<file path="src/logic/cdrm_pkg.sv">
`default_nettype none
package cdrm_pkg;
    // Register subaddresses
    localparam logic [3:0] ADDR_PRIMARY  = 4'h0;
    localparam logic [3:0] ADDR_ACTION   = 4'h1;
    localparam logic [3:0] ADDR_POLARITY = 4'h2;
    localparam logic [3:0] ADDR_TEST     = 4'h3;
    localparam logic [3:0] ADDR_FORMAT   = 4'h4;
    localparam logic [3:0] ADDR_OPSEL    = 4'h5;
    localparam logic [3:0] ADDR_UPPER    = 4'h6;
    localparam logic [3:0] ADDR_LOWER    = 4'h7;
    localparam logic [3:0] ADDR_LSBS     = 4'h8;
    localparam logic [3:0] ADDR_STATUS   = 4'h9;
    localparam logic [3:0] ADDR_VCO      = 4'hA;
    localparam logic [3:0] ADDR_RATE_HI  = 4'hB;
    localparam logic [3:0] ADDR_RATE_MID = 4'hC;
    localparam logic [3:0] ADDR_RATE_LO  = 4'hD;

    // Field positions
    localparam int PRI_LTR_BIT   = 0;
    localparam int PRI_FINE_BIT  = 1;
    localparam int PRI_RANGE_LSB = 6;
    localparam int ACT_MEAS_BIT  = 3;
    localparam int ACT_ACQ_BIT   = 5;
    localparam int POL_LOS_BIT   = 2;
    localparam int TST_GO_BIT    = 3;
    localparam int TST_CLKD_BIT  = 5;
    localparam int TST_DATD_BIT  = 6;
    localparam int TST_BYP_BIT   = 7;
    localparam int OPS_HOLD_BIT  = 1;
    localparam int OPS_LIMIT_BIT = 3;
    localparam int LSB_UPPER_BIT = 1;
    localparam int LSB_LOWER_BIT = 0;
    localparam int STS_CRS_BIT   = 0;
    localparam int STS_DONE_BIT  = 2;

    // Reset values and codes
    localparam logic [7:0] RST_REG  = 8'h00;
    localparam logic [7:0] FMT_DDR  = 8'h02;
    localparam logic [2:0] FMT_PRBS = 3'h5;
    localparam logic [2:0] TF_DET   = 3'h4;
    localparam logic [2:0] TF_GEN   = 3'h1;
    localparam logic [6:0] PRBS_SEED = 7'h7F;

    // Measurement sizes
    localparam int MEAS_BASE_LOG2 = 14;
    localparam int RATE_W         = 23;
    localparam int REFCNT_W       = 18;

    // Synchroniser lanes
    localparam int SY_REC = 0;
    localparam int SY_REF = 1;
    localparam int SY_LOL = 2;
    localparam int SY_LOS = 3;
    localparam int SY_DAT = 4;
    localparam int SY_AMP = 5;
    localparam int SYNC_W = 6;

    typedef enum {MS_IDLE, MS_RUN} cdrm_meas_t;
endpackage : cdrm_pkg
`default_nettype wire

</file>
<file path="src/logic/cdrm_ctrl.sv">
`timescale 1ns/1ps
`default_nettype none
module cdrm_ctrl import cdrm_pkg::*; #(
    parameter int MEAS_LOG2 = MEAS_BASE_LOG2
) (
    // Clock and reset
    input  wire logic       clk,
    input  wire logic       sys_rst,
    // Register port behind the management bus
    input  wire logic       reg_wr,
    input  wire logic       reg_rd,
    input  wire logic [3:0] reg_addr,
    input  wire logic [7:0] reg_wdata,
    output logic      [7:0] reg_rdata,
    // Pins and analog status
    input  wire logic       rec_clk_pin,
    input  wire logic       reference_clock,
    input  wire logic       lock_lost_pin,
    input  wire logic       los_detect_pin,
    input  wire logic       rec_data_pin,
    input  wire logic       amp_data_pin,
    input  wire logic [7:0] vco_band_in,
    input  wire logic       coarse_lsb_in,
    input  wire logic       auto_acq_req,
    // Loop controls
    output logic            acq_start,
    output logic            lock_to_ref,
    output logic [1:0]      ref_range,
    output logic            holdover_en,
    output logic            limit_en,
    output logic [8:0]      upper_limit_code,
    output logic [8:0]      lower_limit_code,
    output logic            cdr_bypass,
    // Output buffers
    output logic            signal_absent,
    output logic            clk_out_pos,
    output logic            clk_out_neg,
    output logic            serial_data_out_pos,
    output logic            serial_data_out_neg
);
    // Reference edges per window; the first only opens it, so whole periods count
    function automatic logic [REFCNT_W-1:0] win_len(input logic [1:0] sel);
        win_len = (REFCNT_W'(1) << (MEAS_LOG2 + int'(sel))) + REFCNT_W'(1);
    endfunction : win_len

    // Register state
    logic [7:0] primary_ff, action_ff, polarity_ff, test_ff, format_ff;
    logic [7:0] opsel_ff, upper_ff, lower_ff, lsbs_ff, rdata_ff;
    logic [7:0] nxt_primary, nxt_action, nxt_polarity, nxt_test, nxt_format;
    logic [7:0] nxt_opsel, nxt_upper, nxt_lower, nxt_lsbs, nxt_rdata;
    logic       meas_go, acq_go, prbs_go;
    logic       done_ff;
    logic [RATE_W-1:0] result_ff;

    // Strobes fire when a host write clears a bit that was set; the bits never clear themselves
    always_comb begin
        nxt_primary  = primary_ff;
        nxt_action   = action_ff;
        nxt_polarity = polarity_ff;
        nxt_test     = test_ff;
        nxt_format   = format_ff;
        nxt_opsel    = opsel_ff;
        nxt_upper    = upper_ff;
        nxt_lower    = lower_ff;
        nxt_lsbs     = lsbs_ff;
        nxt_rdata    = rdata_ff;
        meas_go = reg_wr && reg_addr == ADDR_ACTION
                  && action_ff[ACT_MEAS_BIT] && !reg_wdata[ACT_MEAS_BIT];
        acq_go  = reg_wr && reg_addr == ADDR_ACTION
                  && action_ff[ACT_ACQ_BIT] && !reg_wdata[ACT_ACQ_BIT];
        prbs_go = reg_wr && reg_addr == ADDR_TEST
                  && test_ff[TST_GO_BIT] && !reg_wdata[TST_GO_BIT];
        if (reg_wr) begin
            unique case (reg_addr)
                ADDR_PRIMARY:  nxt_primary  = reg_wdata;
                ADDR_ACTION:   nxt_action   = reg_wdata;
                ADDR_POLARITY: nxt_polarity = reg_wdata;
                ADDR_TEST:     nxt_test     = reg_wdata;
                ADDR_FORMAT:   nxt_format   = reg_wdata;
                ADDR_OPSEL:    nxt_opsel    = reg_wdata;
                ADDR_UPPER:    nxt_upper    = reg_wdata;
                ADDR_LOWER:    nxt_lower    = reg_wdata;
                ADDR_LSBS:     nxt_lsbs     = reg_wdata;
                default:       nxt_rdata    = rdata_ff; // Read-only or unmapped
            endcase
        end
        if (reg_rd) begin
            unique case (reg_addr)
                ADDR_PRIMARY:  nxt_rdata = primary_ff;
                ADDR_ACTION:   nxt_rdata = action_ff;
                ADDR_POLARITY: nxt_rdata = polarity_ff;
                ADDR_TEST:     nxt_rdata = test_ff;
                ADDR_FORMAT:   nxt_rdata = format_ff;
                ADDR_OPSEL:    nxt_rdata = opsel_ff;
                ADDR_UPPER:    nxt_rdata = upper_ff;
                ADDR_LOWER:    nxt_rdata = lower_ff;
                ADDR_LSBS:     nxt_rdata = lsbs_ff;
                ADDR_STATUS:   nxt_rdata = {5'h0, done_ff, 1'b0, coarse_lsb_in};
                ADDR_VCO:      nxt_rdata = vco_band_in;
                ADDR_RATE_HI:  nxt_rdata = {1'b0, result_ff[22:16]};
                ADDR_RATE_MID: nxt_rdata = result_ff[15:8];
                ADDR_RATE_LO:  nxt_rdata = result_ff[7:0];
                default:       nxt_rdata = RST_REG;
            endcase
        end
    end

    always_ff @(posedge clk) begin
        if (sys_rst) begin
            primary_ff  <= RST_REG;
            action_ff   <= RST_REG;
            polarity_ff <= RST_REG;
            test_ff     <= RST_REG;
            format_ff   <= RST_REG;
            opsel_ff    <= RST_REG;
            upper_ff    <= RST_REG;
            lower_ff    <= RST_REG;
            lsbs_ff     <= RST_REG;
            rdata_ff    <= RST_REG;
        end else begin
            primary_ff  <= nxt_primary;
            action_ff   <= nxt_action;
            polarity_ff <= nxt_polarity;
            test_ff     <= nxt_test;
            format_ff   <= nxt_format;
            opsel_ff    <= nxt_opsel;
            upper_ff    <= nxt_upper;
            lower_ff    <= nxt_lower;
            lsbs_ff     <= nxt_lsbs;
            rdata_ff    <= nxt_rdata;
        end
    end

    // Pin synchronisers; a level changes once stages two and three agree
    logic [SYNC_W-1:0] s1_ff, s2_ff, s3_ff, lvl_ff, nxt_lvl, rise;
    always_comb begin
        nxt_lvl = lvl_ff;
        for (int i = 0; i < SYNC_W; i++) begin
            if (s2_ff[i] == s3_ff[i]) begin
                nxt_lvl[i] = s3_ff[i];
            end
        end
        rise = nxt_lvl & ~lvl_ff;
    end

    always_ff @(posedge clk) begin
        if (sys_rst) begin
            s1_ff  <= '0;
            s2_ff  <= '0;
            s3_ff  <= '0;
            lvl_ff <= '0;
        end else begin
            s1_ff  <= {amp_data_pin, rec_data_pin, los_detect_pin,
                       lock_lost_pin, reference_clock, rec_clk_pin};
            s2_ff  <= s1_ff;
            s3_ff  <= s2_ff;
            lvl_ff <= nxt_lvl;
        end
    end

    // Rate meter: count recovered edges across 2^(14+band) reference periods,
    // so the count is already the scaled ratio; it never steers the loop
    cdrm_meas_t        mstate_ff, nxt_mstate;
    logic [REFCNT_W-1:0] refcnt_ff, nxt_refcnt;
    logic [RATE_W-1:0] reccnt_ff, nxt_reccnt, nxt_result;
    logic              nxt_done;
    logic              fine_en;
    assign fine_en = primary_ff[PRI_FINE_BIT];
    always_comb begin
        nxt_mstate = mstate_ff;
        nxt_refcnt = refcnt_ff;
        nxt_reccnt = reccnt_ff;
        nxt_result = result_ff;
        nxt_done   = done_ff;
        if (meas_go && fine_en) begin
            nxt_mstate = MS_RUN;
            nxt_refcnt = '0;
            nxt_reccnt = '0;
            nxt_done   = 1'b0;
        end else begin
            unique case (mstate_ff)
                MS_IDLE: nxt_mstate = MS_IDLE;
                MS_RUN: begin
                    if (!fine_en) begin
                        nxt_mstate = MS_IDLE;                      // Abort, no valid result
                    end else if (refcnt_ff == win_len(primary_ff[7:6])) begin
                        nxt_result = reccnt_ff;
                        nxt_done   = 1'b1;
                        nxt_mstate = MS_IDLE;
                    end else begin
                        if (rise[SY_REF]) begin
                            nxt_refcnt = refcnt_ff + 1'b1;
                        end
                        if (rise[SY_REC] && refcnt_ff != '0 && !(&reccnt_ff)) begin // No wrap
                            nxt_reccnt = reccnt_ff + 1'b1;
                        end
                    end
                end
            endcase
        end
    end

    always_ff @(posedge clk) begin
        if (sys_rst) begin
            mstate_ff <= MS_IDLE;
            refcnt_ff <= '0;
            reccnt_ff <= '0;
            result_ff <= '0;
            done_ff   <= 1'b0;
        end else begin
            mstate_ff <= nxt_mstate;
            refcnt_ff <= nxt_refcnt;
            reccnt_ff <= nxt_reccnt;
            result_ff <= nxt_result;
            done_ff   <= nxt_done;
        end
    end

    // PRBS engine shared by generator and checker; one mode field selects
    logic gen_on, det_on, gen_run_ff, nxt_gen_run, prbs_bit, prbs_err;
    assign gen_on = format_ff[2:0] == FMT_PRBS && test_ff[2:0] == TF_GEN;
    assign det_on = format_ff[2:0] == FMT_PRBS && test_ff[2:0] == TF_DET;
    cdrm_prbs7 u_prbs (
        .clk     (clk),
        .sys_rst (sys_rst),
        .restart (prbs_go && gen_on),
        .step    (rise[SY_REC] && (det_on || gen_run_ff)),
        .check   (det_on),
        .din     (lvl_ff[SY_DAT]),
        .bit_out (prbs_bit),
        .err     (prbs_err)
    );

    // Output stage: clock divider, error stretcher and buffers
    logic       div2_ff, nxt_div2, acq_ff, nxt_acq, los_ff, nxt_los;
    logic       cp_ff, cn_ff, dp_ff, dn_ff, nxt_cp, nxt_dp, dbit;
    logic [1:0] errc_ff, nxt_errc;
    always_comb begin
        nxt_gen_run = (gen_run_ff || (prbs_go && gen_on)) && gen_on;
        nxt_div2    = rise[SY_REC] ? !div2_ff : div2_ff;
        nxt_errc    = errc_ff;
        if (prbs_err) begin
            nxt_errc = 2'h3;
        end else if (rise[SY_REC] && errc_ff != 2'h0) begin
            nxt_errc = errc_ff - 2'h1;
        end
        // Holdover blocks automatic requests, host strobe always acts
        nxt_acq = acq_go || (auto_acq_req && !opsel_ff[OPS_HOLD_BIT]);
        nxt_los = lvl_ff[SY_LOS] ^ polarity_ff[POL_LOS_BIT];
        nxt_cp  = (format_ff == FMT_DDR) ? div2_ff : lvl_ff[SY_REC];
        if (test_ff[TST_BYP_BIT]) begin
            dbit = lvl_ff[SY_AMP];
        end else if (gen_on) begin
            dbit = prbs_bit && gen_run_ff;
        end else if (det_on) begin
            dbit = errc_ff[0];                                     // High on counts 3 and 1
        end else begin
            dbit = lvl_ff[SY_DAT];
        end
        nxt_dp = dbit;
    end

    always_ff @(posedge clk) begin
        if (sys_rst) begin
            gen_run_ff <= 1'b0;
            div2_ff    <= 1'b0;
            errc_ff    <= 2'h0;
            acq_ff     <= 1'b0;
            los_ff     <= 1'b0;
            cp_ff      <= 1'b0;
            cn_ff      <= 1'b0;
            dp_ff      <= 1'b0;
            dn_ff      <= 1'b0;
        end else begin
            gen_run_ff <= nxt_gen_run;
            div2_ff    <= nxt_div2;
            errc_ff    <= nxt_errc;
            acq_ff     <= nxt_acq;
            los_ff     <= nxt_los;
            cp_ff      <= nxt_cp && !test_ff[TST_CLKD_BIT];
            cn_ff      <= !nxt_cp && !test_ff[TST_CLKD_BIT];
            dp_ff      <= nxt_dp && !test_ff[TST_DATD_BIT];
            dn_ff      <= !nxt_dp && !test_ff[TST_DATD_BIT];
        end
    end

    // Outputs straight from flops
    assign reg_rdata           = rdata_ff;
    assign acq_start           = acq_ff;
    assign lock_to_ref         = primary_ff[PRI_LTR_BIT];
    assign ref_range           = primary_ff[7:6];
    assign holdover_en         = opsel_ff[OPS_HOLD_BIT];
    assign limit_en            = opsel_ff[OPS_LIMIT_BIT];
    assign upper_limit_code    = {upper_ff, lsbs_ff[LSB_UPPER_BIT]};
    assign lower_limit_code    = {lower_ff, lsbs_ff[LSB_LOWER_BIT]};
    assign cdr_bypass          = test_ff[TST_BYP_BIT];
    assign signal_absent       = los_ff;
    assign clk_out_pos         = cp_ff;
    assign clk_out_neg         = cn_ff;
    assign serial_data_out_pos = dp_ff;
    assign serial_data_out_neg = dn_ff;

    AST_START_CLEARS: assert property (@(posedge clk) disable iff (sys_rst)
        meas_go && fine_en |=> !done_ff && mstate_ff == MS_RUN)
        else $error("start did not clear done");
    AST_DONE_HOLDS: assert property (@(posedge clk) disable iff (sys_rst)
        done_ff && !meas_go |=> done_ff && $stable(result_ff))
        else $error("result changed without start");
    AST_NO_FINE_IDLE: assert property (@(posedge clk) disable iff (sys_rst)
        !fine_en |=> mstate_ff == MS_IDLE)
        else $error("measured with fine mode off");
    AST_WINDOW_END: assert property (@(posedge clk) disable iff (sys_rst)
        $rose(done_ff) |-> $past(refcnt_ff) == win_len($past(primary_ff[7:6])))
        else $error("window length wrong");
    AST_RATE_HIGH: assert property (@(posedge clk) disable iff (sys_rst)
        reg_rd && reg_addr == ADDR_RATE_HI |=> reg_rdata == {1'b0, $past(result_ff[22:16])})
        else $error("high result byte wrong");
    AST_ACQ_HOST: assert property (@(posedge clk) disable iff (sys_rst)
        acq_go |=> acq_start ##1 (lock_to_ref == $past(lock_to_ref)))
        else $error("host acquisition missed");
    AST_HOLD_NO_AUTO: assert property (@(posedge clk) disable iff (sys_rst)
        holdover_en && !acq_go |=> !acq_start)
        else $error("automatic acquisition in holdover");
    AST_LOS_POL: assert property (@(posedge clk) disable iff (sys_rst)
        ##1 signal_absent == ($past(lvl_ff[SY_LOS]) ^ $past(polarity_ff[POL_LOS_BIT])))
        else $error("signal absent polarity wrong");
    AST_DATA_OFF: assert property (@(posedge clk) disable iff (sys_rst)
        test_ff[TST_DATD_BIT] |=> !serial_data_out_pos && !serial_data_out_neg)
        else $error("data buffer not disabled");
    AST_PRBS_EXCL: assert property (@(posedge clk) disable iff (sys_rst)
        !(gen_on && det_on) and (det_on |=> !gen_run_ff))
        else $error("generator and detector together");
endmodule : cdrm_ctrl
`default_nettype wire

</file>
<file path="src/logic/cdrm_prbs7.sv">
`timescale 1ns/1ps
`default_nettype none
module cdrm_prbs7 import cdrm_pkg::*; (
    // Clock and reset
    input  wire logic clk,
    input  wire logic sys_rst,
    // Control
    input  wire logic restart,
    input  wire logic step,
    input  wire logic check,
    input  wire logic din,
    // Results
    output logic      bit_out,
    output logic      err
);
    logic [6:0] lfsr_ff;
    logic [6:0] nxt_lfsr;
    logic       err_ff;
    logic       nxt_err;
    logic       fb;

    // x^7 + x^6 + 1; checker self-seeds from the incoming stream
    always_comb begin
        fb       = lfsr_ff[6] ^ lfsr_ff[5];
        nxt_lfsr = lfsr_ff;
        nxt_err  = 1'b0;
        if (restart) begin
            nxt_lfsr = PRBS_SEED;
        end else if (step && check) begin
            nxt_err  = din ^ fb;
            nxt_lfsr = {lfsr_ff[5:0], din};
        end else if (step) begin
            nxt_lfsr = {lfsr_ff[5:0], fb};
        end
    end

    always_ff @(posedge clk) begin
        if (sys_rst) begin
            lfsr_ff <= PRBS_SEED;
            err_ff  <= 1'b0;
        end else begin
            lfsr_ff <= nxt_lfsr;
            err_ff  <= nxt_err;
        end
    end

    assign bit_out = lfsr_ff[6];
    assign err     = err_ff;
endmodule : cdrm_prbs7
`default_nettype wire

</file>
<file path="config.mk">
export PLATFORM = sky130hd
export DESIGN_NAME = cdrm_ctrl
export DESIGN_NICKNAME = d
export VERILOG_FILES = /design/src/logic/cdrm_pkg.sv /design/src/logic/cdrm_ctrl.sv /design/src/logic/cdrm_prbs7.sv
export SDC_FILE = /design/constraint.sdc
export NUM_CORES = 1
export LEC_CHECK = 0
export BUFFER_PORTS_ARGS = -buffer_cell sky130_fd_sc_hd__buf_4
export CORE_MARGIN = 1.5
export CORE_UTILIZATION = 45
export CTS_CLUSTER_SIZE = 10
export DETAILED_ROUTE_END_ITERATION = 10
export HOLD_SLACK_MARGIN = 0.03
export MAX_ROUTING_LAYER = met4
export PLACE_DENSITY = 0.64
export SETUP_SLACK_MARGIN = 0.2
export SLEW_MARGIN = 15
export SYNTH_ARGS = -nofsm -noshare
export SYNTH_HDL_FRONTEND = slang
export SYNTH_SLANG_ARGS = --single-unit
</file>
<file path="constraint.sdc">
create_clock -name clk -period 2.3 [get_ports clk]
set_clock_uncertainty 0.1 [all_clocks]
set_input_delay 0.115 -clock clk [delete_from_list [all_inputs] [get_ports clk]]
set_output_delay 0.115 -clock clk [all_outputs]
set_load 0.1 [all_outputs]
</file>
==> flow_summary.json <==
{
  "rsz0062_at_grt": "yes",
  "drive_gt1_share_pct": 18.9,
  "routed_wl_mm": 23.7,
  "synth_most_common_cell": "dfxtp_1",
  "critPathArrivalTime_ns": 2.52,
  "hold_start": "vco_band_in[5]",
  "initial_core_util_pct": 45.8,
  "cap_violations": 0,
  "insertedDiodeCount": 0,
  "p_total_uw": 6640,
  "synth_warnings": 0,
  "die_h_um": 138,
  "final.period_utilization_pct": 97.7,
  "port_buffers": 68,
  "cp.required_ns": 2.57,
  "synthCells": 996,
  "drt_iter0_drc": 801,
  "crit_start": "refcnt_ff[14]",
  "path_max_fanout": 5,
  "worst-slew-pin-transition_ns": 0.640,
  "wire_per_inst_um": 17.4,
  "grt_first_pass_wirelength_mm": 37.1,
  "pwr-share-seq_pct": 48.8,
  "power.share.switching_pct": 25.7,
  "synth_edf_count": 0,
  "core-area_sq_mm": 0.0179,
  "p_clk_share_pct": 43.6,
  "ys_seq_elements": 184,
  "ys.flop_type": "dfxtp_1",
  "grt_pass1_vias": 7060,
  "yosys.area.top_type_share_pct": 44.9,
  "vias_per_cell": 5.73,
  "hp-class": "in -> reg",
  "synth-seq-area-share_pct": 44.9,
  "cts_root_buf": "clkbuf_16",
  "ant_nets": 0,
  "crit_type": "reg -> reg",
  "syn_to_final_growth_pct": 25.1,
  "r2r_start": "refcnt_ff[14]",
  "r2r_cells": 6,
  "syn_nets": 1033,
  "htree_levels": 4,
  "p_switching_uw": 1710,
  "startpoint_type": "flop",
  "routabilityCongestion": 0.919,
  "slew_headroom_pct": 56.3,
  "synth_cell_type_count": 61,
  "overflow": 0,
  "clk_path_buf_depth": 2,
  "nNetsFinal": 1153,
  "syn_area_per_cell_sq_um": 8.23,
  "hpwl_mm": 16.2,
  "holdPathStages": 5,
  "place_area_sq_mm": 0.00936,
  "hold_violations": 0,
  "layout_min_cycle_time_ns": 2.25,
  "clock_sinks": 184,
  "synth_area_sq_mm": 0.00820,
  "grt.total_usage_pct": 26.1,
  "rrSetupSlack_ns": 0.05,
  "ios": 70,
  "die_area_sq_mm": 0.0190,
  "timing.fmax_mhz": 445,
  "power_density_mw_per_mm2": 648,
  "endpoint_kind": "flop",
  "grt_max_degree": 57,
  "num_vias": 7775,
  "setup_viol": 0,
  "drc": 0,
  "slew_violations": 0,
  "power_frac_comb_pct": 7.6,
  "clk-insertion-delay-late_ns": 0.44,
  "numCtsBuffers": 17,
  "drt_first_pass_iters": 7,
  "yosys.area.top_type": "dfxtp_1",
  "final_area_sq_mm": 0.0103,
  "status": "finished, final reports clean",
  "path_clk_slew_ns": 0.07,
  "synth_common_cells": "184 x dfxtp_1, 160 x nand2_1, 97 x a21oi_1, 93 x nor2_1, 65 x o21ai_0",
  "async_flop_share_pct": 0,
  "num_rows": 49,
  "fp.dieW_um": 138,
  "synthTopCellsByArea": "dfxtp_1 45%, nand2_1 7.3%, mux2i_1 6.0%, a21oi_1 5.9%, nor2_1 4.3%",
  "cts_tree": "built",
  "leakage_uw": 0.00391,
  "p_int_uw": 4930,
  "antenna_found_initial": 0,
  "peakVddDrop_mv": 0.529
}
## final cells by class
type / count / area, sq um
clock buffer: 19 / 443
sequential: 184 / 3690
multi-input combinational: 739 / 4340
clock inverter: 13 / 135
timing repair buffer: 161 / 1310
tap: 229 / 287
inverter: 13 / 48.8
fill: 1660 / 7650
## power by group through the flow
| stage | Clock, uW | Sequential (uW) | Combinational, uW |
|---|---|---|---|
| 3_5_place_dp | 0 | 3310 | 473 |
| 3_3_place_gp | 0 | 3310 | 471 |
| 2_1_floorplan | 0 | 3400 | 218 |
| 6_report | 2900 | 3240 | 508 |
| 4_1_cts | 2930 | 3240 | 498 |
| 5_1_grt | 3060 | 3240 | 538 |
## registers in the layout, indices dropped and copies added (netlist names), 2 cells and up
signal          count
reccnt_ff          23
result_ff          23
refcnt_ff          18
action_ff           8
format_ff           8
lower_ff            8
lsbs_ff             8
opsel_ff            8
polarity_ff         8
primary_ff          8
reg_rdata           8
test_ff             8
upper_ff            8
u_prbs.lfsr_ff      7
lvl_ff              5
s1_ff               5
s2_ff               5
s3_ff               5
errc_ff             2
## final timing paths
check                  endpoint
setup / recovery  reccnt_ff[17]
hold / removal     reg_rdata[5]
setup reg to reg  reccnt_ff[17]
hold reg to reg        s2_ff[1]
## cell families (layout without fill, tap and decap cells)
family | after synthesis | in the layout | synth area share [%]
buffers and inverters | 76 | 206 | 3.95
XOR/XNOR | 17 | 17 | 1.82
AND/OR/NAND/NOR | 429 | 432 | 25.1
AO/OA/AOI/OAI | 232 | 232 | 16.7
multiplexers | 53 | 53 | 6.67
flip-flops | 184 | 184 | 44.9
adder cells (fa/ha/maj) | 5 | 5 | 0.763
## critical path, stage by stage (launching register included)
cell and delay [ns]:
dfxtp_2 0.33, nor2b_1 0.12, o311a_1 0.30, o2111a_2 0.19, or4_4 0.55, or4_4 0.44
a21oi_2 0.14
## routing by layer
layer / track usage (%) / share of wire [%]
met1: 35.5 / 46
met2: 39.3 / 46
met3: 5.77 / 6.6
met4: 6.77 / 1.5
met5: - / 0
## stage by stage
| stage | std cells | util (%) | hold slack [ns] | setup slack, ns | TNS (ns) |
|---|---|---|---|---|---|
| after global routing | 1358 | 57.3 | 0.0659 | 0.00129 | 0 |
| after CTS | 1358 | 57.0 | 0.0411 | 0.0118 | 0 |
| after detailed placement | 1305 | 52.3 | 0.232 | -0.0385 | -0.102 |
| after global placement | 1305 | 52.3 | 0.225 | -0.0127 | -0.0222 |
| after floorplan | 996 | - | 0.143 | 0.0574 | 0 |
| final | 1358 | 57.3 | 0.0452 | 0.0524 | 0 |
## timing repair
| action | 4_1_cts | 5_1_grt |
|---|---|---|
| pin swaps | 8 | 7 |
| gates resized for setup | 14 | 15 |
| endpoints found under the hold margin | 95 | 0 |
| setup buffers | 0 | 0 |
| setup endpoints to repair | 52 | 56 |
| hold buffers | 18 | 0 |
| gates cloned | 3 | 0 |
## layout by cell type (no fill, tap or decap), types with 9 or more instances in the layout
| master | instances |
|---|---|
| dfxtp_1 | 179 |
| nand2_1 | 160 |
| buf_4 | 138 |
| a21oi_1 | 95 |
| nor2_1 | 91 |
| o21ai_0 | 61 |
| mux2i_1 | 49 |
| nand3_1 | 37 |
| nor2b_1 | 26 |
| dlygate4sd3_1 | 18 |
| clkbuf_16 | 17 |
| inv_1 | 13 |
| nand4_1 | 12 |
| nor3_1 | 12 |
| or3_1 | 12 |
| and3_1 | 11 |
| nand2b_1 | 10 |
| xor2_1 | 10 |
| a211oi_1 | 9 |
Note: power is estimated with default switching activity, not from simulation.
